**config.mk**
```make
export PLATFORM = sky130hd
export DESIGN_NAME = rcp_parser
export DESIGN_NICKNAME = d
export VERILOG_FILES = /design/src/rcp_pkg.sv /design/src/rcp_parser.sv
export VERILOG_INCLUDE_DIRS = /design/src /design/src/src
export SDC_FILE = /design/constraint.sdc
export NUM_CORES = 1
export LEC_CHECK = 0
export ABC_AREA = 1
export BUFFER_PORTS_ARGS = -buffer_cell sky130_fd_sc_hd__buf_2
export CAP_MARGIN = 15
export CORE_ASPECT_RATIO = 0.7
export CORE_UTILIZATION = 38
export DETAILED_ROUTE_END_ITERATION = 10
export PLACE_DENSITY_LB_ADDON = 0.3
export SLEW_MARGIN = 20
export SYNTH_ARGS = -nofsm -noshare
export SYNTH_HDL_FRONTEND = slang
export SYNTH_SLANG_ARGS = --single-unit
```
**constraint.sdc**
```tcl
create_clock -name CLK -period 6 [get_ports CLK]
set_input_delay 0.3 -clock CLK [delete_from_list [all_inputs] [get_ports CLK]]
set_output_delay 0.3 -clock CLK [all_outputs]
set_load 0.01 [all_outputs]
```
**src/rcp_cfg.svh**
```systemverilog
// constants for the serial command parser
`ifndef RCP_CFG_SVH
`define RCP_CFG_SVH
`define RCP_CLK_HZ        100000000
`define RCP_BAUD_MIN      1200
`define RCP_BAUD_MAX      9600
// bit period in cycles at the fastest and slowest rates
`define RCP_BIT_FAST      (`RCP_CLK_HZ / `RCP_BAUD_MAX)
`define RCP_BIT_SLOW      (`RCP_CLK_HZ / `RCP_BAUD_MIN)
// accepted start-bit length, one eighth margin either way
`define RCP_BIT_MIN       (`RCP_BIT_FAST - `RCP_BIT_FAST / 8)
`define RCP_BIT_MAX       (`RCP_BIT_SLOW + `RCP_BIT_SLOW / 8)
`define RCP_CNT_W         17
`define RCP_CHAR_BITS     12'h00A
`define RCP_IDLE_BITS     12'h014
`define RCP_CH_START      8'h21
`define RCP_CH_A          8'h41
`define RCP_CH_C          8'h43
`define RCP_CH_D          8'h44
`define RCP_CH_O          8'h4F
`define RCP_CH_R          8'h52
`define RCP_CH_S          8'h53
`define RCP_ADDR_RST      8'h30
`define RCP_TURN_RST      8'h01
`define RCP_DIR_RST       16'h0000
`define RCP_PWRUP_RST     16'h0000
`endif

```
**src/rcp_pkg.sv**
```systemverilog
// types for the serial command parser
package rcp_pkg;
  typedef enum logic [2:0] {
    ST_HUNT = 3'h0,
    ST_MEAS = 3'h1,
    ST_IDLE = 3'h2,
    ST_RXD  = 3'h3,
    ST_EXEC = 3'h4,
    ST_TURN = 3'h5,
    ST_TX   = 3'h6
  } rcp_state_t;
  typedef enum logic [2:0] {
    CMD_BAD              = 3'h0,
    CMD_READ_LINES       = 3'h1,
    CMD_SET_OUTPUTS      = 3'h2,
    CMD_SET_ADDRESS      = 3'h3,
    CMD_SET_TURNAROUND   = 3'h4,
    CMD_DEFINE_DIRECTION = 3'h5,
    CMD_SET_POWERUP      = 3'h6,
    CMD_READ_CONFIG      = 3'h7
  } rcp_cmd_t;
endpackage

```
**src/rcp_parser.sv**
```systemverilog
// serial command interpreter for a sixteen-line digital i/o node
// Contract
// - the bit rate is measured from the start bit of each frame, 1200 to 9600.
// - every character is 8 data bits, 1 stop bit, no parity, both ways.
// - works on a looped two-wire bus or a four-wire bus shared by nodes.
// - a frame is start, address, two command letters, then 0 to 2 data bytes.
// - start is 21h and letters A C D O R S are 41h 43h 44h 4Fh 52h 53h.
// - data and address bytes are raw values 0 to 255, any value legal.
// - the address byte is compared by numeric code.
// - read-lines replies two bytes; set-outputs takes two and is silent.
// - five configuration commands with one, two or no data bytes.
// - read-configuration replies directions, power-up states, address, delay.
// - only frames carrying the node's own address are acted on.
// - sixteen-line values travel high byte (lines 15..8) first.
// - a reply waits the turn-around count times ten bit periods.
// - set-outputs leaves lines defined as inputs untouched.
`timescale 1ns/1ps
`default_nettype none
`include "rcp_cfg.svh"
module rcp_parser #(
  parameter int BIT_MIN_CYC = `RCP_BIT_MIN,
  parameter int BIT_MAX_CYC = `RCP_BIT_MAX
) (
  input  wire logic        CLK,       // 100 MHz clock
  input  wire logic        RST,       // synchronous reset, high
  input  wire logic        RX_LINE,   // receive data, idle high
  input  wire logic [15:0] IO_IN,     // sensed i/o line levels
  output logic             TX_LINE_A, // transmit data, inverted leg
  output logic             TX_LINE_B, // transmit data, true leg
  output logic             TX_EN,     // line driver enable
  output logic      [15:0] IO_OUT,    // output line levels
  output logic      [15:0] IO_DIR,    // 1 = line is an output
  output logic      [15:0] IO_PWRUP,  // stored power-up states
  output logic       [7:0] NODE_ADDR, // stored node address
  output logic       [7:0] TURN_DLY   // stored turn-around count
);
  localparam int W = `RCP_CNT_W;
  localparam logic [W-1:0] BMIN = W'(BIT_MIN_CYC);
  localparam logic [W-1:0] BMAX = W'(BIT_MAX_CYC);
  function automatic rcp_pkg::rcp_cmd_t decode(input logic [7:0] c1,
                                               input logic [7:0] c2);
    rcp_pkg::rcp_cmd_t c = rcp_pkg::CMD_BAD;
    if (c1 == `RCP_CH_R && c2 == `RCP_CH_D) c = rcp_pkg::CMD_READ_LINES;
    if (c1 == `RCP_CH_R && c2 == `RCP_CH_C) c = rcp_pkg::CMD_READ_CONFIG;
    if (c1 == `RCP_CH_S && c2 == `RCP_CH_O) c = rcp_pkg::CMD_SET_OUTPUTS;
    if (c1 == `RCP_CH_S && c2 == `RCP_CH_A) c = rcp_pkg::CMD_SET_ADDRESS;
    if (c1 == `RCP_CH_S && c2 == `RCP_CH_C) c = rcp_pkg::CMD_SET_TURNAROUND;
    if (c1 == `RCP_CH_S && c2 == `RCP_CH_D) c = rcp_pkg::CMD_DEFINE_DIRECTION;
    if (c1 == `RCP_CH_S && c2 == `RCP_CH_S) c = rcp_pkg::CMD_SET_POWERUP;
    return c;
  endfunction
  function automatic logic [1:0] nargs(input rcp_pkg::rcp_cmd_t c);
    unique case (c)
      rcp_pkg::CMD_SET_ADDRESS,
      rcp_pkg::CMD_SET_TURNAROUND:   nargs = 2'h1;
      rcp_pkg::CMD_SET_OUTPUTS,
      rcp_pkg::CMD_DEFINE_DIRECTION,
      rcp_pkg::CMD_SET_POWERUP:      nargs = 2'h2;
      default:                       nargs = 2'h0;
    endcase
  endfunction
  rcp_pkg::rcp_state_t state_q;
  rcp_pkg::rcp_cmd_t   cmd_q;
  logic          rx_m_q, rx_s_q, rx_p_q;
  logic [15:0]   io_m_q, io_s_q;
  logic [W-1:0]  cnt_q, bit_len_q;
  logic [3:0]    bits_q;
  logic [2:0]    field_q, rep_n_q;
  logic [11:0]   wait_q;
  logic [7:0]    sh_q, c1_q, a1_q, addr_q, turn_q;
  logic [15:0]   dir_q, pw_q, out_q;
  logic [8:0]    txs_q;
  logic          txd_q, txa_q, en_q;
  logic [7:0]    rep_q [0:5];
  wire tick     = (cnt_q == '0);
  wire rx_fall  = rx_p_q & ~rx_s_q;
  wire [W-1:0] meas_len = cnt_q + W'(1);
  wire len_ok   = (meas_len >= BMIN) && (meas_len <= BMAX);
  wire [7:0] rx_byte = {rx_s_q, sh_q[7:1]};
  wire rcp_pkg::rcp_cmd_t cmd_w = decode(c1_q, sh_q);
  wire [1:0] cmd_args = nargs(cmd_q);
  wire [15:0] so_val  = (out_q & ~dir_q) | ({a1_q, sh_q} & dir_q);
  wire [11:0] turn_w  = 12'(turn_q) * `RCP_CHAR_BITS;
  wire [W-1:0] reload = bit_len_q - W'(1);
  // two-flop synchronisers; edge detect compares the second stage with a third flop
  always_ff @(posedge CLK) begin
    {rx_p_q, rx_s_q, rx_m_q} <= {rx_s_q, rx_m_q, RX_LINE};
    {io_s_q, io_m_q}         <= {io_m_q, IO_IN};
  end
  // working registers are loaded before use, so only state, settings and the transmit line flops reset
  always_ff @(posedge CLK) begin
    if (RST) begin
      state_q   <= rcp_pkg::ST_HUNT;
      addr_q    <= `RCP_ADDR_RST;
      turn_q    <= `RCP_TURN_RST;
      dir_q     <= `RCP_DIR_RST;
      pw_q      <= `RCP_PWRUP_RST;
      out_q     <= `RCP_PWRUP_RST;
      txd_q     <= 1'b1;
      txa_q     <= 1'b0;
      en_q      <= 1'b0;
    end else begin
      unique case (state_q)
        rcp_pkg::ST_HUNT: begin
          field_q <= 3'h0;
          cnt_q   <= '0;
          if (rx_fall) state_q <= rcp_pkg::ST_MEAS;
        end
        rcp_pkg::ST_MEAS: begin
          // start bit of 21h is followed by a one, so its low time is one bit
          cnt_q <= cnt_q + W'(1);
          if (rx_s_q && len_ok) begin
            bit_len_q <= meas_len;
            cnt_q     <= meas_len >> 1;
            bits_q    <= 4'h1;
            state_q   <= rcp_pkg::ST_RXD;
          end else if (rx_s_q || cnt_q > BMAX) begin
            state_q <= rcp_pkg::ST_HUNT;
          end
        end
        rcp_pkg::ST_IDLE: begin
          if (rx_fall) begin
            cnt_q   <= bit_len_q >> 1;
            bits_q  <= 4'h0;
            state_q <= rcp_pkg::ST_RXD;
          end else if (tick) begin
            cnt_q  <= reload;
            wait_q <= wait_q + 12'h001;
            // a stalled frame is dropped after twenty-one idle bit times
            if (wait_q == `RCP_IDLE_BITS) state_q <= rcp_pkg::ST_HUNT;
          end else begin
            cnt_q <= cnt_q - W'(1);
          end
        end
        rcp_pkg::ST_RXD: begin
          if (!tick) begin
            cnt_q <= cnt_q - W'(1);
          end else begin
            cnt_q  <= reload;
            bits_q <= bits_q + 4'h1;
            wait_q <= 12'h000;
            if (bits_q == 4'h0) begin
              if (rx_s_q) state_q <= rcp_pkg::ST_IDLE;
            end else if (bits_q != 4'h9) begin
              sh_q <= rx_byte;
            end else if (!rx_s_q) begin
              state_q <= rcp_pkg::ST_HUNT;
            end else begin
              state_q <= rcp_pkg::ST_IDLE;
              field_q <= field_q + 3'h1;
              unique case (field_q)
                3'h0: if (sh_q != `RCP_CH_START)
                  state_q <= rcp_pkg::ST_HUNT;
                3'h1: if (sh_q != addr_q)
                  state_q <= rcp_pkg::ST_HUNT;
                3'h2: c1_q <= sh_q;
                3'h3: begin
                  cmd_q <= cmd_w;
                  if (cmd_w == rcp_pkg::CMD_BAD)
                    state_q <= rcp_pkg::ST_HUNT;
                  else if (nargs(cmd_w) == 2'h0)
                    state_q <= rcp_pkg::ST_EXEC;
                end
                3'h4: begin
                  a1_q <= sh_q;
                  if (cmd_args == 2'h1) state_q <= rcp_pkg::ST_EXEC;
                end
                3'h5: state_q <= rcp_pkg::ST_EXEC;
                default: state_q <= rcp_pkg::ST_HUNT;
              endcase
            end
          end
        end
        rcp_pkg::ST_EXEC: begin
          // argument bytes are raw; single-argument value sits in sh_q
          state_q <= rcp_pkg::ST_HUNT;
          wait_q  <= turn_w;
          cnt_q   <= reload;
          unique case (cmd_q)
            rcp_pkg::CMD_SET_OUTPUTS:      out_q  <= so_val;
            rcp_pkg::CMD_SET_ADDRESS:      addr_q <= sh_q;
            rcp_pkg::CMD_SET_TURNAROUND:   turn_q <= sh_q;
            rcp_pkg::CMD_DEFINE_DIRECTION: dir_q  <= {a1_q, sh_q};
            rcp_pkg::CMD_SET_POWERUP:      pw_q   <= {a1_q, sh_q};
            rcp_pkg::CMD_READ_LINES: begin
              rep_q[0] <= io_s_q[15:8];
              rep_q[1] <= io_s_q[7:0];
              rep_n_q  <= 3'h2;
              state_q  <= rcp_pkg::ST_TURN;
            end
            rcp_pkg::CMD_READ_CONFIG: begin
              rep_q[0] <= dir_q[15:8];
              rep_q[1] <= dir_q[7:0];
              rep_q[2] <= pw_q[15:8];
              rep_q[3] <= pw_q[7:0];
              rep_q[4] <= addr_q;
              rep_q[5] <= turn_q;
              rep_n_q  <= 3'h6;
              state_q  <= rcp_pkg::ST_TURN;
            end
            default: state_q <= rcp_pkg::ST_HUNT;
          endcase
        end
        rcp_pkg::ST_TURN: begin
          if (wait_q == 12'h000) begin
            state_q <= rcp_pkg::ST_TX;
            en_q    <= 1'b1;
            txd_q   <= 1'b0;
            txa_q   <= 1'b1;
            txs_q   <= {1'b1, rep_q[0]};
            field_q <= 3'h0;
            bits_q  <= 4'h0;
            cnt_q   <= reload;
          end else if (tick) begin
            wait_q <= wait_q - 12'h001;
            cnt_q  <= reload;
          end else begin
            cnt_q <= cnt_q - W'(1);
          end
        end
        rcp_pkg::ST_TX: begin
          // receiver is not looked at here, so a looped two-wire echo is lost
          if (!tick) begin
            cnt_q <= cnt_q - W'(1);
          end else begin
            cnt_q <= reload;
            if (bits_q != 4'h9) begin
              txd_q  <= txs_q[0];
              txa_q  <= ~txs_q[0];
              txs_q  <= {1'b1, txs_q[8:1]};
              bits_q <= bits_q + 4'h1;
            end else if (field_q == rep_n_q - 3'h1) begin
              en_q    <= 1'b0;
              txd_q   <= 1'b1;
              txa_q   <= 1'b0;
              state_q <= rcp_pkg::ST_HUNT;
            end else begin
              field_q <= field_q + 3'h1;
              txd_q   <= 1'b0;
              txa_q   <= 1'b1;
              txs_q   <= {1'b1, rep_q[field_q + 3'h1]};
              bits_q  <= 4'h0;
            end
          end
        end
        default: state_q <= rcp_pkg::ST_HUNT;
      endcase
    end
  end

  assign TX_LINE_A = txa_q;
  assign TX_LINE_B = txd_q;
  assign TX_EN     = en_q;
  assign IO_OUT    = out_q;
  assign IO_DIR    = dir_q;
  assign IO_PWRUP  = pw_q;
  assign NODE_ADDR = addr_q;
  assign TURN_DLY  = turn_q;
endmodule
`default_nettype wire

```
==> results.json, run 1 <==
{
  "status": "finished clean",
  "whs_ns": 0.322,
  "seq_area_frac_synth_pct": 53.1,
  "clkTransAtPathRegs_ns": 0.06,
  "postLayoutCoreUtil_pct": 44.9,
  "setup_violations": 0,
  "gp_congestion": 0.912,
  "cts_root_buf": "clkbuf_16",
  "dpl.cell_count": 1771,
  "rows": 53,
  "maxCapViolCount": 0,
  "syn-cell-area_mm2": 0.0117,
  "ys_types": 55,
  "ys_ff_latch": 242,
  "syn-num-nets": 1363,
  "cts_made_buffers": 25,
  "period_share_pct": 59.0,
  "clkSinkCount": 242,
  "startpoint_type": "flip-flop",
  "multi_input_area_mm2": 0.00476,
  "worstSkewPairLatency_ns": 0.53,
  "grt_pass1_wl_mm": 51.8,
  "num-fill-cells": 2885,
  "ir_drop_v": 0.000201,
  "syn_inst": 1307,
  "critical_path_class": "reg -> reg",
  "ios": 86,
  "power_density_mw_per_mm2": 282,
  "synth_edf_count": 137,
  "cp.arrival_ns": 3.70,
  "num_vias": 9797,
  "period_minus_slack_ns": 3.54,
  "synth_flop_cell": "edfxtp_1",
  "syn2layout_area_growth_pct": 15.7,
  "synth_top_area_share_pct": 35.1,
  "holdPathStages": 2,
  "drc": 0,
  "grt_usage_pct": 21.4,
  "dpl_cell_area_mm2": 0.0125,
  "wire_per_inst_um": 18.4,
  "power_mw": 3.82,
  "drive_above_1_share_pct": 12.6,
  "drt_iter0_markers": 1027,
  "slew_viol_final": 0,
  "slew_headroom_pct": 24.3,
  "yosys_warnings": 0,
  "tns_ns": 0,
  "clock_skew_ns": 0.00916,
  "async_flop_share_pct": 0,
  "path_max_fanout": 15,
  "p_leak_nw": 5.59,
  "yosysTopAreaCell": "edfxtp_1",
  "wirelength_mm": 33.7,
  "die_area_mm2": 0.0315,
  "die_x_um": 212,
  "antenna_found_initial": 1,
  "rsz0062_at_grt": "false",
  "stdcell_count": 1833,
  "port_buffers": 85,
  "cp-end-kind": "flip-flop",
  "cts_htree_levels": 1,
  "cts_tree": "yes",
  "stdcell_area_mm2": 0.0135,
  "register_area_mm2": 0.00622,
  "cts_max_path_buffers": 3,
  "num_antenna_cells": 0,
  "via_per_inst": 5.34,
  "dp_hpwl_mm": 24.7,
  "cp.required_ns": 6.16,
  "initial_utilization_pct": 38.8,
  "ant_nets": 0,
  "core-area_mm2": 0.0302,
  "hold_class": "in -> reg",
  "reg2regPathDepth": 17,
  "grt_max_degree": 33,
  "finalHoldViolCount": 0,
  "layout.nets": 1459,
  "drt-pass1-iter-count": 7,
  "fmax_ghz": 0.283,
  "grt_pass1_vias": 8935,
  "avgSynthCellArea_um2": 8.96,
  "setup_ws_ns": 2.46,
  "worstMarginPinSlew_ns": 1.13,
  "fp.dieH_um": 149,
  "grt-ovfl-total": 0,
  "dpl_worst_slack_ns": 2.57,
  "yosys-top-cells-area": "edfxtp_1, dfxtp_1, nand2_1"
}
## final cells by class
cell class,instances,area share [%]
Tap cell,412,3.80
Clock inverter,12,1.03
Inverter,148,4.12
Timing Repair Buffer,111,4.89
Sequential cell,242,45.9
Multi-Input combinational cell,875,35.1
Clock buffer,33,5.13
## report_power, final
group / switching (mW) / total (mW) / internal (mW) / leakage, nW
Sequential: 0.0528 / 1.85 / 1.79 / 2.13
Clock: 0.655 / 1.60 / 0.943 / 0.413
Combinational: 0.258 / 0.376 / 0.118 / 3.05
Total: 0.966 / 3.82 / 2.86 / 5.59
## final timing paths
| path | startpoint | to | slack [ns] |
|---|---|---|---|
| setup reg to reg | cnt_q[0] | bits_q[3] | 2.46 |
| hold reg to reg | io_m_q[13] | io_s_q[13] | 0.33 |
| setup / recovery | cnt_q[0] | bits_q[3] | 2.46 |
| hold / removal | RST | TX_EN | 0.32 |
## cell usage after synthesis (3+ instances only)
library cell	count
buf_2	5
dfxtp_1	105
o221ai_1	10
nand3_1	89
nor3_2	3
edfxtp_1	137
nor4_1	4
nor2_2	7
nand3_2	4
or2_2	4
o211ai_1	11
xnor2_1	8
clkbuf_1	29
inv_1	141
ha_1	35
nand4_1	14
nor3_1	27
a311oi_1	8
buf_4	3
inv_2	5
o21ai_0	113
o22ai_1	15
nand2_1	205
nor2_1	140
nand2_2	6
xor2_1	32
o211ai_2	9
a21oi_1	101
## worst max-delay path: stages (launching register included)
cell and delay [ns]:
edfxtp_1 0.42, ha_1 0.30, nand3_2 0.15, nor2_2 0.16, nand2_1 0.10, nand2_1 0.18, nand2_1 0.07, nor2_1 0.09
nand2_1 0.06, nand2_1 0.06, nand2_1 0.05, nand2_1 0.06, nand2_1 0.09, nand2_2 0.09, nand2_1 0.07, nand2_2 0.38
inv_1 0.25, nor3_1 0.57
## logic make-up (layout without fill, tap and decap cells)
logic type / count (synthesis) / count (layout) / synth area share (%)
simple gates: 510 / 510 / 19.0
compound gates: 287 / 287 / 14.3
flops: 242 / 242 / 53.1
buf+inv: 190 / 304 / 6.40
xor+xnor: 41 / 41 / 3.13
fa+ha+maj: 37 / 37 / 4.08
## routing by layer
metal	part of all wire [%]	up-vias	track usage (%)
li1	-	4691	-
met1	51	4665	34.9
met2	38	391	27.7
met3	9.6	50	5.05
met4	1.9	0	4.28
met5	0	-	0
## cells in the final DEF, fill, tap and decap left out, drive strengths merged, types with 3 or more instances in the layout
cell type	n
inv	148
a21oi	102
o211ai	20
nor4	4
dlygate4sd3	17
or2	5
dfxtp	105
nor2	147
xnor2	8
clkinv	9
ha	35
o22ai	15
a311oi	8
nand4	16
nand2	211
bufinv	3
buf	94
nand3	93
clkbuf	33
a31oi	3
xor2	33
o221ai	10
o21ai	114
nor3	30
edfxtp	137
## repair_timing
action | 4_1_cts | 5_1_grt
hold endpoints to repair | 17 | 0
endpoints found under the setup margin | 0 | 0
resized for setup | 0 | 0
hold buffers | 17 | 0
setup buffers | 0 | 0
## state kept, by name (all words and copies together) (netlist names), 12 cells and up, named ones only
name	flops
io_s_q	16
rep_q	48
IO_DIR	16
io_m_q	16
wait_q	12
bit_len_q	17
cnt_q	17
IO_PWRUP	16
(Power assumes the default switching activity.)
==> inputs of run 2 (changes only) <==
clock period = 2.8 ns   (was 6 ns; I/O delays follow)
==> results.json, run 2 (same netlist as run 1, synthesis figures left out) <==
{
  "dpl_worst_slack_ns": 0.146,
  "antenna_found_initial": 4,
  "worstMarginPinSlew_ns": 0.827,
  "clkSinkCount": 242,
  "rows": 53,
  "slew_headroom_pct": 44.6,
  "power_switching_mw": 2.10,
  "ios": 86,
  "hold-path-endpoint": "io_m_q[12]",
  "final_common_cell": "nand2_1",
  "clkTransAtPathRegs_ns": 0.06,
  "hold_class": "in -> reg",
  "cp.required_ns": 3.05,
  "r2r_slack_ns": 0.11,
  "syn2layout_area_growth_pct": 20.1,
  "drc": 0,
  "worstSkewPairLatency_ns": 0.52,
  "setup_ws_ns": 0.106,
  "p_sw_share_pct": 25.0,
  "core-area_mm2": 0.0302,
  "dp_hpwl_mm": 25.8,
  "status": "finished clean",
  "p_leak_nw": 5.87,
  "layout.nets": 1508,
  "maxCapViolCount": 0,
  "power_mw": 8.42,
  "wire_per_inst_um": 18.4,
  "grt-ovfl-total": 0,
  "num-fill-cells": 2848,
  "slew_viol_final": 0,
  "pwr-share-clk_pct": 41.8,
  "cts_htree_levels": 1,
  "comb_power_share_pct": 11.3,
  "grt_busiest_layer": "met1",
  "drt-pass1-iter-count": 7,
  "die_area_mm2": 0.0315,
  "largest_reg_flops": 48,
  "crit_chain": "buf_4 > inv_1 > nand3_1 > or2_1 > or2_2 > nor3_2 > nand2_1 > xor2_1 > o21ai_0 > a21oi_1 > o211ai_1",
  "cp.arrival_ns": 2.95,
  "num_antenna_cells": 0,
  "clock_skew_ns": 0.0135,
  "startpoint_type": "flip-flop",
  "reg2regPathDepth": 11,
  "gp_congestion": 0.914,
  "cts_tree": "yes",
  "largest_registers": "rep_q (48), bit_len_q (17), cnt_q (17)",
  "die_x_um": 212,
  "via_per_inst": 5.35,
  "grt_use_met1_pct": 36.7,
  "cts_max_path_buffers": 3,
  "tns_ns": 0,
  "slowest_stage": "edfxtp_1",
  "power_density_mw_per_mm2": 598,
  "finalHoldViolCount": 0,
  "setup_violations": 0,
  "rsz0062_at_grt": "true",
  "worstReg2RegEnd": "cnt_q[15]",
  "critical_path_class": "reg -> reg",
  "holdPathStages": 2,
  "fmax_ghz": 0.371,
  "seq_power_share_pct": 46.9,
  "hold_start": "IO_IN[12]",
  "period_share_pct": 96.2,
  "met2_usage_pct": 27.3,
  "fp.dieH_um": 149,
  "num_vias": 10065,
  "cp-end-kind": "flip-flop",
  "stdcell_area_mm2": 0.0141,
  "p_int_mw": 6.32,
  "ir_drop_v": 0.000397,
  "wirelength_mm": 34.6,
  "cts_root_buf": "clkbuf_16",
  "port_buffers": 85,
  "grt_pass1_wl_mm": 53.0,
  "grt_pass1_vias": 9046,
  "initial_utilization_pct": 38.8,
  "postLayoutCoreUtil_pct": 46.6,
  "drt_iter0_markers": 1138,
  "cpPeakStageDelay_ns": 0.54,
  "grt_usage_pct": 21.9,
  "dpl_cell_area_mm2": 0.0129,
  "grt_max_degree": 50,
  "top_register": "rep_q",
  "path_max_fanout": 5,
  "grt_use_met3_pct": 6.08,
  "ant_nets": 0,
  "period_minus_slack_ns": 2.69,
  "r2r_start": "cnt_q[7]",
  "drive_above_1_share_pct": 16.5,
  "cts_made_buffers": 25,
  "layout_common_cells": "nand2_1, inv_1, nor2_1"
}
==> run 2: cell types whose count changed in the layout (fill, tap and decap cells not counted), sizes merged <==
cell         change
dlygate4sd3      +1
bufinv           -2
clkinvlp         +1
inv              -1
clkbuf          +10
buf             +47
clkinv           -7
==> run 2: final cells by class <==
| cell class | instances | area (µm²) | share of cell area (%) |
|---|---|---|---|
| flip-flops and latches | 242 | 6220 | 44.2 |
| multi-input cells | 875 | 4840 | 34.4 |
| repair buffers | 160 | 1050 | 7.45 |
| clock buffers | 42 | 845 | 6.00 |
| inverters | 148 | 561 | 3.99 |
| well taps | 412 | 515 | 3.67 |
| clock inverters | 3 | 41.3 | 0.294 |
==> run 2: power groups by stage <==
stage                     Sequential (mW)  Combinational [mW]  Clock [mW]
after floorplan                      3.97               0.590           0
after global placement               4.02               0.858           0
after detailed placement             4.02               0.849           0
after CTS                            3.94               0.877        3.56
after global routing                 3.95                1.05        3.68
final                                3.94               0.954        3.52
==> run 2: layer usage <==
layer,up-vias,part of all wire (%),wire (µm)
met4,2,1.1,376
met1,4775,51,17600
met2,452,37,12800
met5,-,0.038,13
met3,39,11,3800
li1,4797,-,-
==> run 2: worst max-delay path, delay by kind of cell (launching register included) <==
family | cells | cell delay [ns]
and+or+nand+nor | 5 | 0.91
DFF | 1 | 0.54
AOI/OAI and AO/OA | 3 | 0.41
buffers and inverters | 2 | 0.35
xor gates and xnor gates | 1 | 0.22
==> run 2: how the worst max path moves through the flow <==
stage	from	endpoint	slack, ns
final	cnt_q[7]	cnt_q[15]	0.11
after global routing	state_q[1]	wait_q[9]	-0.06
after CTS	cnt_q[1]	bits_q[3]	0.13
after detailed placement	cnt_q[1]	bits_q[3]	0.15
after global placement	cnt_q[6]	bits_q[2]	0.07
after floorplan	cnt_q[0]	wait_q[0]	0.04
==> run 2: repair_timing <==
item | 4_1_cts | 5_1_grt
hold buffers | 18 | 0
setup buffers | 0 | 10
endpoints found under the setup margin | 0 | 79
hold endpoints to repair | 18 | 0
gates resized for setup | 0 | 23
==> run 2: stage by stage <==
step / hold WS [ns] / std cells
after floorplan: 0.168 / 1307
after global placement: 0.242 / 1809
after detailed placement: 0.244 / 1809
after CTS: 0.241 / 1872
after global routing: 0.246 / 1882
final: 0.255 / 1882
